`src/tx_confirm_defs.vh`:
```
// Constants for the transmit confirmation status encoder
//
// Overview of operation
// - Outcome code is 4 bits, priority encoded, larger code wins.
// - Completed beacon is 0101, completed OK 0110, fatal or internal 1111.
// - Nine error codes 0111 to 1111: confirm, underrun, aborts, timeout, reset, consistency.
// - Two-bit ending frame kind: other, token, foreign void, own void.
// - Full-confirm flag follows whether the request asked for full confirmation.
// - Unexpected-status flag set only in full confirmation when status mismatches expected.
// - Parity flag set on any parity error in a frame received during confirmation.
// - Through-parity mode bit extends parity checking to include the ending delimiter.
// - Any exception sets the exception flag and the channel attention fault bit.
// - Ring-op flag set when ring state changes after transmit, before confirmation ends.
`ifndef TX_CONFIRM_DEFS_VH
`define TX_CONFIRM_DEFS_VH

// Register byte offsets
`define OFS_MODE          8'h00
`define OFS_EXP_STATUS    8'h04
`define OFS_ATTENTION     8'h08
`define OFS_LAST_DESC     8'h0C
`define OFS_CHAN_STATE    8'h10

// Register fields
`define MODE_THRU_PAR_BIT 0
`define ATTN_FAULT_BIT    0
`define EXP_STATUS_W      8

// Reset values
`define RST_MODE          1'b0
`define RST_EXP_STATUS    8'h00
`define RST_ATTENTION     1'b0

// Outcome codes
`define CODE_NONE         4'h0
`define CODE_BEACON       4'h5
`define CODE_OK           4'h6
`define CODE_BAD_CONFIRM  4'h7
`define CODE_UNDERRUN     4'h8
`define CODE_HOST_ABORT   4'h9
`define CODE_BAD_RINGOP   4'hA
`define CODE_CTRL_ABORT   4'hB
`define CODE_TIMEOUT      4'hC
`define CODE_CTRL_RESET   4'hD
`define CODE_CONSIST      4'hE
`define CODE_FATAL        4'hF
`define CODE_FIRST_EXC    4'h7

// Ending frame kinds
`define KIND_OTHER        2'h0
`define KIND_TOKEN        2'h1
`define KIND_OTHER_VOID   2'h2
`define KIND_MY_VOID      2'h3

// Confirmation status bit positions (within the 16-bit status word)
`define CS_KIND_LO        8
`define CS_FULL           10
`define CS_UNEXP          11
`define CS_PARITY         12
`define CS_EXC            13
`define CS_RINGOP         14
`define CS_CLASS          15

// Parity sense of received bytes: 1 for odd
`define PAR_ODD           1'b1

`endif

```
`src/outcome_priority_encoder.v`:
```
// Priority encoder turning a condition vector into the request outcome code
`timescale 1ns/1ps
`default_nettype none

module outcome_priority_encoder (
  input  wire [15:0] cond_i,
  output reg  [3:0]  code_o
);

  integer i;

  // Highest set condition index wins; later loop passes override earlier
  always @* begin
    code_o = 4'h0;
    for (i = 1; i < 16; i = i + 1) begin
      if (cond_i[i]) begin
        code_o = i[3:0];
      end
    end
  end

endmodule

`default_nettype wire

```
`src/rx_parity_checker.v`:
```
// Byte parity checker for frames received during confirmation
`timescale 1ns/1ps
`default_nettype none
`include "tx_confirm_defs.vh"

module rx_parity_checker (
  input  wire       valid_i,
  input  wire [7:0] byte_i,
  input  wire       par_i,
  input  wire       is_delim_i,
  input  wire       thru_i,
  output wire       err_o
);

  wire par_bad;
  wire in_scope;

  // Odd parity: byte and its parity bit together hold an odd count of ones
  assign par_bad  = ((^byte_i) ^ par_i) != `PAR_ODD;
  // The ending delimiter is checked only in through-parity mode
  assign in_scope = valid_i & (~is_delim_i | thru_i);
  assign err_o    = in_scope & par_bad;

endmodule

`default_nettype wire

```
`src/tx_confirmation_status_encoder.v`:
```
// Transmit confirmation status encoder with its APB register file
//
// Decided for this implementation: the APB register port and the placing of the registers.
`timescale 1ns/1ps
`default_nettype none
`include "tx_confirm_defs.vh"

module tx_confirmation_status_encoder (
  input  wire        clk_i,
  input  wire        arst_n_i,
  // APB slave
  input  wire        psel_i,
  input  wire        penable_i,
  input  wire        pwrite_i,
  input  wire [7:0]  paddr_i,
  input  wire [31:0] pwdata_i,
  output reg  [31:0] prdata_o,
  output wire        pready_o,
  output wire        pslverr_o,
  // Request channel events
  input  wire        req_start_i,
  input  wire        req_full_i,
  input  wire        req_class_i,
  input  wire        tx_done_i,
  input  wire        req_close_i,
  input  wire [15:0] cond_i,
  // Received frames during confirmation
  input  wire        rx_valid_i,
  input  wire [7:0]  rx_byte_i,
  input  wire        rx_par_i,
  input  wire        rx_is_delim_i,
  input  wire        fs_valid_i,
  input  wire [7:0]  fs_i,
  input  wire        fc_end_i,
  input  wire [1:0]  fc_kind_i,
  input  wire        ring_op_change_i,
  // Descriptor fields
  output reg         desc_valid_o,
  output reg  [3:0]  request_outcome_code_o,
  output reg  [15:0] conf_status_o,
  output wire        request_attention_fault_bit_o
);

  // ----------------------------------------------------------------------
  // Reset release
  // ----------------------------------------------------------------------

  reg rst_meta_q;
  reg rst_sync_q;
  wire rst_n;

  // Assert at once, release two edges after the pin rises
  always @(posedge clk_i or negedge arst_n_i) begin
    if (!arst_n_i) begin
      rst_meta_q <= 1'b0;
      rst_sync_q <= 1'b0;
    end else begin
      rst_meta_q <= 1'b1;
      rst_sync_q <= rst_meta_q;
    end
  end

  assign rst_n = rst_sync_q;

  // ----------------------------------------------------------------------
  // APB decode
  // ----------------------------------------------------------------------

  reg                     thru_par_q;
  reg [`EXP_STATUS_W-1:0] exp_status_q;
  reg                     attn_fault_q;
  reg [3:0]               last_code_q;
  reg [15:0]              last_cs_q;
  reg                     active_q;
  reg                     tx_done_q;

  wire hit_mode;
  wire hit_exp;
  wire hit_attn;
  wire hit_last;
  wire hit_state;
  wire mapped;
  wire wr_acc;
  wire setup;

  assign hit_mode  = (paddr_i == `OFS_MODE);
  assign hit_exp   = (paddr_i == `OFS_EXP_STATUS);
  assign hit_attn  = (paddr_i == `OFS_ATTENTION);
  assign hit_last  = (paddr_i == `OFS_LAST_DESC);
  assign hit_state = (paddr_i == `OFS_CHAN_STATE);
  assign mapped    = hit_mode | hit_exp | hit_attn | hit_last | hit_state;

  // Zero wait states; read data is loaded in the setup cycle
  assign setup     = psel_i & ~penable_i;
  assign wr_acc    = psel_i & penable_i & pwrite_i;
  assign pready_o  = 1'b1;
  assign pslverr_o = psel_i & penable_i & ~mapped;

  // Read data is registered so that it stands steady through the access
  always @(posedge clk_i or negedge rst_n) begin
    if (!rst_n) begin
      prdata_o <= 32'h0000_0000;
    end else if (setup && !pwrite_i) begin
      prdata_o <= 32'h0000_0000;
      if (hit_mode) begin
        prdata_o[`MODE_THRU_PAR_BIT] <= thru_par_q;
      end
      if (hit_exp) begin
        prdata_o[`EXP_STATUS_W-1:0] <= exp_status_q;
      end
      if (hit_attn) begin
        prdata_o[`ATTN_FAULT_BIT] <= attn_fault_q;
      end
      if (hit_last) begin
        prdata_o[31:28] <= last_code_q;
        prdata_o[15:0]  <= last_cs_q;
      end
      if (hit_state) begin
        prdata_o[1:0] <= {tx_done_q, active_q};
      end
    end
  end

  // Software-written control
  always @(posedge clk_i or negedge rst_n) begin
    if (!rst_n) begin
      thru_par_q   <= `RST_MODE;
      exp_status_q <= `RST_EXP_STATUS;
    end else if (wr_acc) begin
      if (hit_mode) begin
        thru_par_q <= pwdata_i[`MODE_THRU_PAR_BIT];
      end
      if (hit_exp) begin
        exp_status_q <= pwdata_i[`EXP_STATUS_W-1:0];
      end
    end
  end

  // ----------------------------------------------------------------------
  // Request accumulation
  // ----------------------------------------------------------------------

  reg        full_q;
  reg        class_q;
  reg [15:0] cond_q;
  reg [1:0]  kind_q;
  reg        unexp_q;
  reg        par_q;
  reg        ringop_q;

  wire        par_err;
  wire        unexp_hit;
  wire        ringop_hit;
  wire [15:0] cond_d;
  wire [1:0]  kind_d;
  wire        unexp_d;
  wire        par_d;
  wire        ringop_d;
  wire [3:0]  code_d;
  wire        exc_d;
  wire [15:0] cs_d;

  rx_parity_checker u_parity (
    .valid_i    (rx_valid_i & active_q),
    .byte_i     (rx_byte_i),
    .par_i      (rx_par_i),
    .is_delim_i (rx_is_delim_i),
    .thru_i     (thru_par_q),
    .err_o      (par_err)
  );

  // Status compare is meaningful only for full confirmation
  assign unexp_hit  = active_q & full_q & fs_valid_i & (fs_i != exp_status_q);
  // Only a change after transmission and before close counts
  assign ringop_hit = active_q & tx_done_q & ring_op_change_i;

  // Events of the closing cycle are folded in so none is lost
  assign cond_d   = cond_q | (active_q ? cond_i : 16'h0000);
  assign kind_d   = (active_q & full_q & fc_end_i) ? fc_kind_i : kind_q;
  assign unexp_d  = unexp_q | unexp_hit;
  assign par_d    = par_q | par_err;
  assign ringop_d = ringop_q | ringop_hit;

  outcome_priority_encoder u_prio (
    .cond_i (cond_d),
    .code_o (code_d)
  );

  // Codes 7 through 15 are the exception and error completions
  assign exc_d = (code_d >= `CODE_FIRST_EXC);

  // Assemble the confirmation status; low byte is the unused field
  assign cs_d[`CS_CLASS]                = class_q;
  assign cs_d[`CS_RINGOP]               = ringop_d;
  assign cs_d[`CS_EXC]                  = exc_d;
  assign cs_d[`CS_PARITY]               = par_d;
  assign cs_d[`CS_UNEXP]                = unexp_d;
  assign cs_d[`CS_FULL]                 = full_q;
  assign cs_d[`CS_KIND_LO+1:`CS_KIND_LO] = kind_d;
  assign cs_d[7:0]                      = 8'h00;

  // Per-request state; a start while active restarts the channel
  always @(posedge clk_i or negedge rst_n) begin
    if (!rst_n) begin
      active_q  <= 1'b0;
      tx_done_q <= 1'b0;
      full_q    <= 1'b0;
      class_q   <= 1'b0;
      cond_q    <= 16'h0000;
      kind_q    <= `KIND_OTHER;
      unexp_q   <= 1'b0;
      par_q     <= 1'b0;
      ringop_q  <= 1'b0;
    end else if (req_start_i) begin
      active_q  <= 1'b1;
      tx_done_q <= 1'b0;
      full_q    <= req_full_i;
      class_q   <= req_class_i;
      cond_q    <= 16'h0000;
      kind_q    <= `KIND_OTHER;
      unexp_q   <= 1'b0;
      par_q     <= 1'b0;
      ringop_q  <= 1'b0;
    end else if (req_close_i && active_q) begin
      active_q  <= 1'b0;
      tx_done_q <= 1'b0;
    end else if (active_q) begin
      tx_done_q <= tx_done_q | tx_done_i;
      cond_q    <= cond_d;
      kind_q    <= kind_d;
      unexp_q   <= unexp_d;
      par_q     <= par_d;
      ringop_q  <= ringop_d;
    end
  end

  // ----------------------------------------------------------------------
  // Descriptor output
  // ----------------------------------------------------------------------

  // Fields are held until the next close; valid marks a single cycle
  always @(posedge clk_i or negedge rst_n) begin
    if (!rst_n) begin
      desc_valid_o           <= 1'b0;
      request_outcome_code_o <= `CODE_NONE;
      conf_status_o          <= 16'h0000;
      last_code_q            <= `CODE_NONE;
      last_cs_q              <= 16'h0000;
    end else begin
      desc_valid_o <= req_close_i & active_q & ~req_start_i;
      if (req_close_i && active_q && !req_start_i) begin
        request_outcome_code_o <= code_d;
        conf_status_o          <= cs_d;
        last_code_q            <= code_d;
        last_cs_q              <= cs_d;
      end
    end
  end

  // ----------------------------------------------------------------------
  // Request attention
  // ----------------------------------------------------------------------

  wire attn_set;
  wire attn_clr;

  assign attn_set = req_close_i & active_q & ~req_start_i & exc_d;
  assign attn_clr = wr_acc & hit_attn & pwdata_i[`ATTN_FAULT_BIT];

  // Write one to clear; a new exception in the same cycle wins
  always @(posedge clk_i or negedge rst_n) begin
    if (!rst_n) begin
      attn_fault_q <= `RST_ATTENTION;
    end else if (attn_set) begin
      attn_fault_q <= 1'b1;
    end else if (attn_clr) begin
      attn_fault_q <= 1'b0;
    end
  end

  assign request_attention_fault_bit_o = attn_fault_q;

endmodule

`default_nettype wire

```
`config.mk`:
```
export PLATFORM = sky130hd
export DESIGN_NAME = tx_confirmation_status_encoder
export DESIGN_NICKNAME = d
export VERILOG_FILES = /design/src/outcome_priority_encoder.v /design/src/rx_parity_checker.v /design/src/tx_confirmation_status_encoder.v
export VERILOG_INCLUDE_DIRS = /design/src
export SDC_FILE = /design/constraint.sdc
export NUM_CORES = 1
export LEC_CHECK = 0
export CAP_MARGIN = 20
export CORE_MARGIN = 3
export CORE_UTILIZATION = 60
export CTS_BUF_LIST = sky130_fd_sc_hd__clkbuf_4 sky130_fd_sc_hd__clkbuf_8
export DETAILED_ROUTE_END_ITERATION = 7
export DONT_BUFFER_PORTS = 1
export MAX_ROUTING_LAYER = met4
export PLACE_DENSITY = 0.81
export SKIP_LAST_GASP = 1
export SLEW_MARGIN = 15
export SYNTH_ARGS = -nofsm -noshare
export SYNTH_HDL_FRONTEND = slang
export SYNTH_SLANG_ARGS = --single-unit
```
`constraint.sdc`:
```
create_clock -name clk_i -period 4.1 [get_ports clk_i]
set_clock_uncertainty 0.2 [all_clocks]
set_input_delay 0.205 -clock clk_i [delete_from_list [all_inputs] [get_ports clk_i]]
set_output_delay 0.205 -clock clk_i [all_outputs]
set_load 0.1 [all_outputs]
```
==> results of run 1 <==
==> registers in the layout, summed over array words and instances (netlist names), 2 cells and up <==
register and count:
exp_status_q 8, cond_q 15, kind_q 2, prdata_o 20, last_code_q 4, last_cs_q 8
==> metrics by stage <==
| step | hold slack [ns] | worst slack, ns | util [%] | area, sq um |
|---|---|---|---|---|
| 2_1_floorplan | -0.291 | 1.72 | - | 3450 |
| 3_3_place_gp | -0.291 | 1.64 | 62.6 | 3300 |
| 3_5_place_dp | -0.291 | 1.56 | 62.6 | 3300 |
| 4_1_cts | 0.0139 | 1.37 | 73.7 | 3880 |
| 5_1_grt | 0.0268 | 1.18 | 73.7 | 3880 |
| 6_report | 0.0225 | 1.36 | 73.7 | 3880 |
==> worst min-delay path, cell delays in order <==
cell     delay (ns)
o21ai_0        0.07
nand2_1        0.09
o21ai_0        0.09
nand2_1        0.06
==> layout make-up <==
type	count	area, sq um
multi-input cells	232	1450
flip-flops and latches	69	1730
fillers	377	1390
repair buffers	42	415
clock buffers	10	131
inverters	5	18.8
well taps	70	87.6
clock inverters	5	52.6
==> cell families after synthesis <==
logic type / share of synthesized area, %
flip-flops: 51.1
other: 0.222
XOR/XNOR: 4.30
AND/OR/NAND/NOR: 13.3
multiplexers: 4.23
buffers and inverters: 8.23
AO/OA/AOI/OAI: 18.6
==> report_power, final <==
part / switching, mW / internal, mW
clock: 0.245 / 0.281
sequential: 0.223 / 0.716
combinational: 0.174 / 0.0846
total: 0.642 / 1.08
==> worst paths after layout <==
kind,start,end
setup / recovery,active_q$_DFFE_PN0P_,cond_q[3]$_DFFE_PN0P_
hold reg to reg,rst_meta_q$_DFF_PN0_,rst_n$_DFF_PN0_
hold / removal,cond_i[14],last_code_q[1]$_DFFE_PN0P_
min in group asynchronous,rst_n$_DFF_PN0_,par_q$_DFFE_PN0P_
setup reg to reg,active_q$_DFFE_PN0P_,cond_q[3]$_DFFE_PN0P_
max in group asynchronous,rst_n$_DFF_PN0_,prdata_o[28]$_DFFE_PN0P_
==> synthesized netlist by cell type, types with 2 or more instances <==
| master | number |
|---|---|
| dfrtp_1 | 69 |
| o211ai_1 | 3 |
| or2_2 | 2 |
| a22o_1 | 6 |
| a2111oi_0 | 3 |
| nor3_1 | 2 |
| o31ai_1 | 2 |
| o21a_1 | 4 |
| clkbuf_8 | 2 |
| mux2i_1 | 3 |
| nand3_1 | 5 |
| nor2_1 | 30 |
| xnor2_1 | 4 |
| a21o_1 | 2 |
| nand2_1 | 35 |
| nand4_1 | 3 |
| a31oi_1 | 4 |
| inv_1 | 4 |
| nor4_1 | 3 |
| a21oi_1 | 29 |
| xor2_1 | 10 |
| a211oi_1 | 6 |
| o21ai_0 | 16 |
| mux2_2 | 10 |
| nor4_4 | 3 |
| buf_4 | 21 |
| buf_6 | 3 |
| conb_1 | 2 |
| a22o_2 | 12 |
| clkbuf_1 | 7 |
| buf_2 | 2 |
==> metal layers <==
layer / track usage, % / part of all wire (%) / vias up
met5: - / 0 / -
met4: 9.46 / 1.2 / 0
met3: 6.32 / 6.9 / 10
met1: 31.9 / 40 / 1259
li1: - / - / 1177
met2: 40.1 / 52 / 102
==> results.py, run 1 <==
metrics = {
    "timing": {
        "maxSlewViolCount": 0,
        "rsz0062_at_grt": "no",
        "finalCriticalPeriod_ns": 2.74,
        "tns_ns": 0,
        "fin_crit_sh_pct": 66.8,
        "max_slew_margin_pct": 20.2,
        "worstMarginPinSlew_ns": 1.20,
        "hold_viol": 0,
        "final-setup-viol-count": 0,
        "fmax_mhz": 365,
    },
    "pwr": {
        "ir_drop_v": 0.000264,
        "p_leak_nw": 1.83,
        "power_density_nw_per_um2": 444,
        "power.total_mw": 1.72,
    },
    "floorplan": {
        "die_x_um": 81.0,
        "rows": 26,
        "dieHeight_um": 81.0,
        "io_pins": 146,
        "fp.dieArea_sq_um": 6560,
        "core_area_sq_um": 5270,
        "start_util_pct": 64.1,
    },
    "min_path": {
        "hp-class": "in -> reg",
        "worstHoldPathCells": 4,
    },
    "yosys": {
        "synth.distinct_cells": 46,
        "seq_area_frac_synth_pct": 51.1,
        "synth_top_area_share_pct": 51.1,
        "yosys_register_bits": 69,
        "synthCells": 322,
        "ys_warn_count": 0,
        "syn-cell-area_sq_um": 3380,
        "synth_area_leader_cell": "dfrtp_1",
        "synth_area_leaders": "dfrtp_1, buf_4, a21oi_1, nand2_1, a22o_2",
        "async_flop_share_pct": 100,
        "synth_edf_count": 0,
        "synthFlopType": "dfrtp_1",
        "synth.avg_cell_area_sq_um": 10.5,
    },
    "critical_path": {
        "cp_num_buf_inv": 2,
        "max_stage_delay_ns": 0.91,
        "cp.depth": 5,
        "worstSetupPathType": "reg -> reg",
        "start_kind": "register",
        "cp.required_ns": 4.18,
        "path_cells": "nor2b_1 -> buf_4 -> a21oi_1 -> nor2_1 -> dlygate4sd3_1",
        "cp_top_family": "flip-flops",
        "arrival_ns": 2.81,
        "cp_max_fo": 31,
        "endpoint_kind": "register",
        "critPathSlowestCell": "dfrtp_1",
        "r2r_slack_ns": 1.36,
        "ff2ff_path_depth": 5,
    },
    "cells_and_area": {
        "most-common-layout-cells": "dfrtp_1, dlygate4sd3_1, nand2_1",
        "drive_gt1_share_pct": 14.0,
        "fin_nets": 449,
        "layout_commonest_cell": "dfrtp_1",
        "area_delta_synth_final_pct": 15.0,
        "finalNonFillerCells": 433,
        "diodes": 0,
    },
    "global_route": {
        "antenna_found_initial": 0,
        "grt_pass1_wl_um": 12300,
        "grt_max_degree": 42,
        "grt_pass1_vias": 2498,
        "gr-total-overflow": 0,
        "grt_usage_pct": 25.4,
    },
    "clock_network": {
        "cts.htree.levels": 3,
        "cts_setup_buffers": 0,
        "cts.hold.buffers_added": 40,
        "cts_tree": "yes",
        "clk_pin_slew_ns": 0.07,
        "clockRootBuffer": "clkbuf_8",
        "cts_resized": 0,
        "clock_path_buffers": 2,
        "clock_latency_ns": 0.33,
        "cts_sinks": 69,
        "cts_buffers": 9,
    },
    "detailed_routing": {
        "drc": 0,
        "drt_first_pass_iters": 4,
        "drt-total-wl_um": 7680,
        "vias": 2548,
        "vias_per_cell": 5.88,
        "wire_per_inst_um": 17.7,
        "drtAntennaViolNets": 0,
        "drt_iter0_drc": 190,
    },
    "placement": {
        "gp_congestion": 0.839,
        "place_inst": 378,
        "dp_hpwl_um": 5020,
        "port_buffers": 0,
    },
    "run": {
        "cap_violations": 0,
    },
    "outcome": {
        "status": "complete, no violations",
    },
}
Note: power is estimated with default switching activity, not from simulation.
==> inputs of run 2 (changes only) <==
--- a/config.mk
+++ b/config.mk
@@ -8,12 +8,12 @@
 export LEC_CHECK = 0
 export CAP_MARGIN = 20
 export CORE_MARGIN = 3
-export CORE_UTILIZATION = 60
+export CORE_UTILIZATION = 59
 export CTS_BUF_LIST = sky130_fd_sc_hd__clkbuf_4 sky130_fd_sc_hd__clkbuf_8
 export DETAILED_ROUTE_END_ITERATION = 7
 export DONT_BUFFER_PORTS = 1
 export MAX_ROUTING_LAYER = met4
-export PLACE_DENSITY = 0.81
+export PLACE_DENSITY = 0.83
 export SKIP_LAST_GASP = 1
 export SLEW_MARGIN = 15
 export SYNTH_ARGS = -nofsm -noshare
==> constraint.sdc (replaced) <==
create_clock -name clk_i -period 2.5 [get_ports clk_i]
set_clock_uncertainty 0.2 [all_clocks]
set_input_delay 0.125 -clock clk_i [delete_from_list [all_inputs] [get_ports clk_i]]
set_output_delay 0.125 -clock clk_i [all_outputs]
set_load 0.1 [all_outputs]
==> results.py, run 2 (synthesis gave the netlist of run 1 again) <==
metrics = {
    "outcome": {
        "status": "finished with violations",
        "violations": "negative hold slack",
    },
    "pwr": {
        "p_sw_mw": 1.09,
        "p_int_mw": 1.85,
        "combPwrFrac_pct": 28.3,
        "seq_power_share_pct": 42.0,
        "ir_drop_v": 0.000415,
        "p_leak_nw": 2.12,
        "p_sw_share_pct": 37.2,
        "power_frac_clock_pct": 29.8,
        "power_density_nw_per_um2": 676,
    },
    "clock_network": {
        "cts.htree.levels": 3,
        "cts_buffers": 9,
        "cts_tree": "yes",
        "clock_path_buffers": 2,
        "clk_pin_slew_ns": 0.07,
        "clockRootBuffer": "clkbuf_8",
        "cts_sinks": 69,
        "clock_latency_ns": 0.34,
    },
    "cells_and_area": {
        "drive_gt1_share_pct": 22.0,
        "fin_nets": 504,
        "most-common-layout-cells": "dfrtp_1, dlygate4sd3_1, buf_4",
        "reg.largest.list": "prdata_o x20, cond_q x15",
        "layout_commonest_cell": "dfrtp_1",
        "area_delta_synth_final_pct": 28.8,
        "fillers": 320,
        "fin_util_pct": 82.0,
        "largest_register": "prdata_o",
        "largest_reg_flops": 20,
    },
    "timing": {
        "fmax_mhz": 410,
        "max_slew_margin_pct": 39.0,
        "fin_crit_sh_pct": 97.6,
        "tns_ns": 0,
        "worst_slack_ns": 0.0605,
        "final-setup-viol-count": 0,
        "rsz0062_at_grt": "no",
        "finalCriticalPeriod_ns": 2.44,
        "hold_viol": 1,
        "maxSlewViolCount": 0,
        "worstMarginPinSlew_ns": 0.913,
        "hold_ws_ns": -0.00644,
    },
    "detailed_routing": {
        "drtAntennaViolNets": 0,
        "wire_per_inst_um": 18.7,
        "vias_per_cell": 5.97,
        "drt-total-wl_um": 9130,
        "drt_first_pass_iters": 5,
        "vias": 2918,
        "drt_iter0_drc": 220,
        "drc": 0,
    },
    "floorplan": {
        "rows": 26,
        "dieHeight_um": 81.6,
        "start_util_pct": 63.7,
        "fp.dieArea_sq_um": 6670,
        "core_area_sq_um": 5300,
        "io_pins": 146,
        "die_x_um": 81.6,
    },
    "global_route": {
        "grt_usage_pct": 28.5,
        "grt_pass1_vias": 2883,
        "gr-total-overflow": 0,
        "grt_pass1_wl_um": 13800,
        "grt_max_degree": 68,
        "antenna_found_initial": 0,
    },
    "critical_path": {
        "worstSetupPathType": "in -> reg",
        "arrival_ns": 2.45,
        "start_kind": "primary input",
        "cp.required_ns": 2.51,
        "endpoint_kind": "register",
        "cp_max_fo": 3,
    },
    "placement": {
        "post-place-ws_ns": 0.420,
        "dp_hpwl_um": 5480,
        "gp_congestion": 0.856,
        "port_buffers": 0,
    },
    "run": {
        "cap_violations": 0,
    },
    "min_path": {
        "hp-class": "in -> reg",
    },
}
[run 2: changes by cell type in the layout (fill, tap and decap cells not counted), sizes merged]
cell / change
diode: +1
buf: +41
dlygate4sd3: +14
[run 2: worst paths after layout]
path                                        start                          end  slack (ns)  depth (start not counted)
min in group asynchronous         rst_n$_DFF_PN0_  exp_status_q[1]$_DFFE_PN0P_        0.08                          1
max in group asynchronous                arst_n_i              rst_n$_DFF_PN0_        1.60                          2
max reg2reg                thru_par_q$_DFFE_PN0P_       thru_par_q$_DFFE_PN0P_        0.34                          5
min                                    rx_valid_i    last_cs_q[12]$_DFFE_PN0P_      -0.006                          4
min reg2reg                       rst_n$_DFF_PN0_  exp_status_q[1]$_DFFE_PN0P_        0.08                          1
max                                    paddr_i[7]       thru_par_q$_DFFE_PN0P_        0.06                          6
[run 2: layer usage]
| layer | wire length [um] | vias up | GRT usage (%) |
|---|---|---|---|
| met5 | 0 | - | - |
| met4 | 308 | 0 | 13.0 |
| met3 | 730 | 37 | 6.14 |
| met2 | 4800 | 162 | 48.5 |
| met1 | 3290 | 1435 | 32.2 |
| li1 | - | 1284 | - |
[run 2: what timing repair did]
action | in CTS | in global routing
setup buffers | 0 | 1
resized for setup | 0 | 0
endpoints found under the setup margin | 0 | 1
endpoints found under the hold margin | 50 | 0
hold buffers | 54 | 0
[run 2: critical path, stage by stage]
cell,delay [ns]
dlygate4sd3_1,0.58
nor4_4,0.32
a21oi_1,0.10
dlygate4sd3_1,0.55
a31o_2,0.21
dlygate4sd3_1,0.56
[run 2: power groups by stage]
stage / registers, mW / logic [mW] / clock network, mW
4_1_cts: 1.23 / 0.814 / 0.872
6_report: 1.23 / 0.831 / 0.874
3_3_place_gp: 1.25 / 0.733 / 0
2_1_floorplan: 1.53 / 0.366 / 0
5_1_grt: 1.24 / 0.871 / 0.916
3_5_place_dp: 1.25 / 0.743 / 0
[run 2: per-stage QoR]
stage                     area (sq um)  total power [mW]  cells  hold slack (ns)
final                             4350              2.94    489         -0.00644
after global routing              4340              3.03    488           0.0133
after CTS                         4340              2.92    487          0.00528
after detailed placement          3610              1.99    418           -0.371
after global placement            3610              1.98    418           -0.371
after floorplan                   3450              1.90    342           -0.371
[run 2: final cells by class]
type,count,area (sq um),share of cell area [%]
clock inverters,5,52.6,1.21
well taps,70,87.6,2.01
diodes,1,2.50,0.0576
multi-input cells,232,1450,33.4
inverters,5,18.8,0.432
clock buffers,10,131,3.02
repair buffers,97,876,20.1
flip-flops and latches,69,1730,39.8
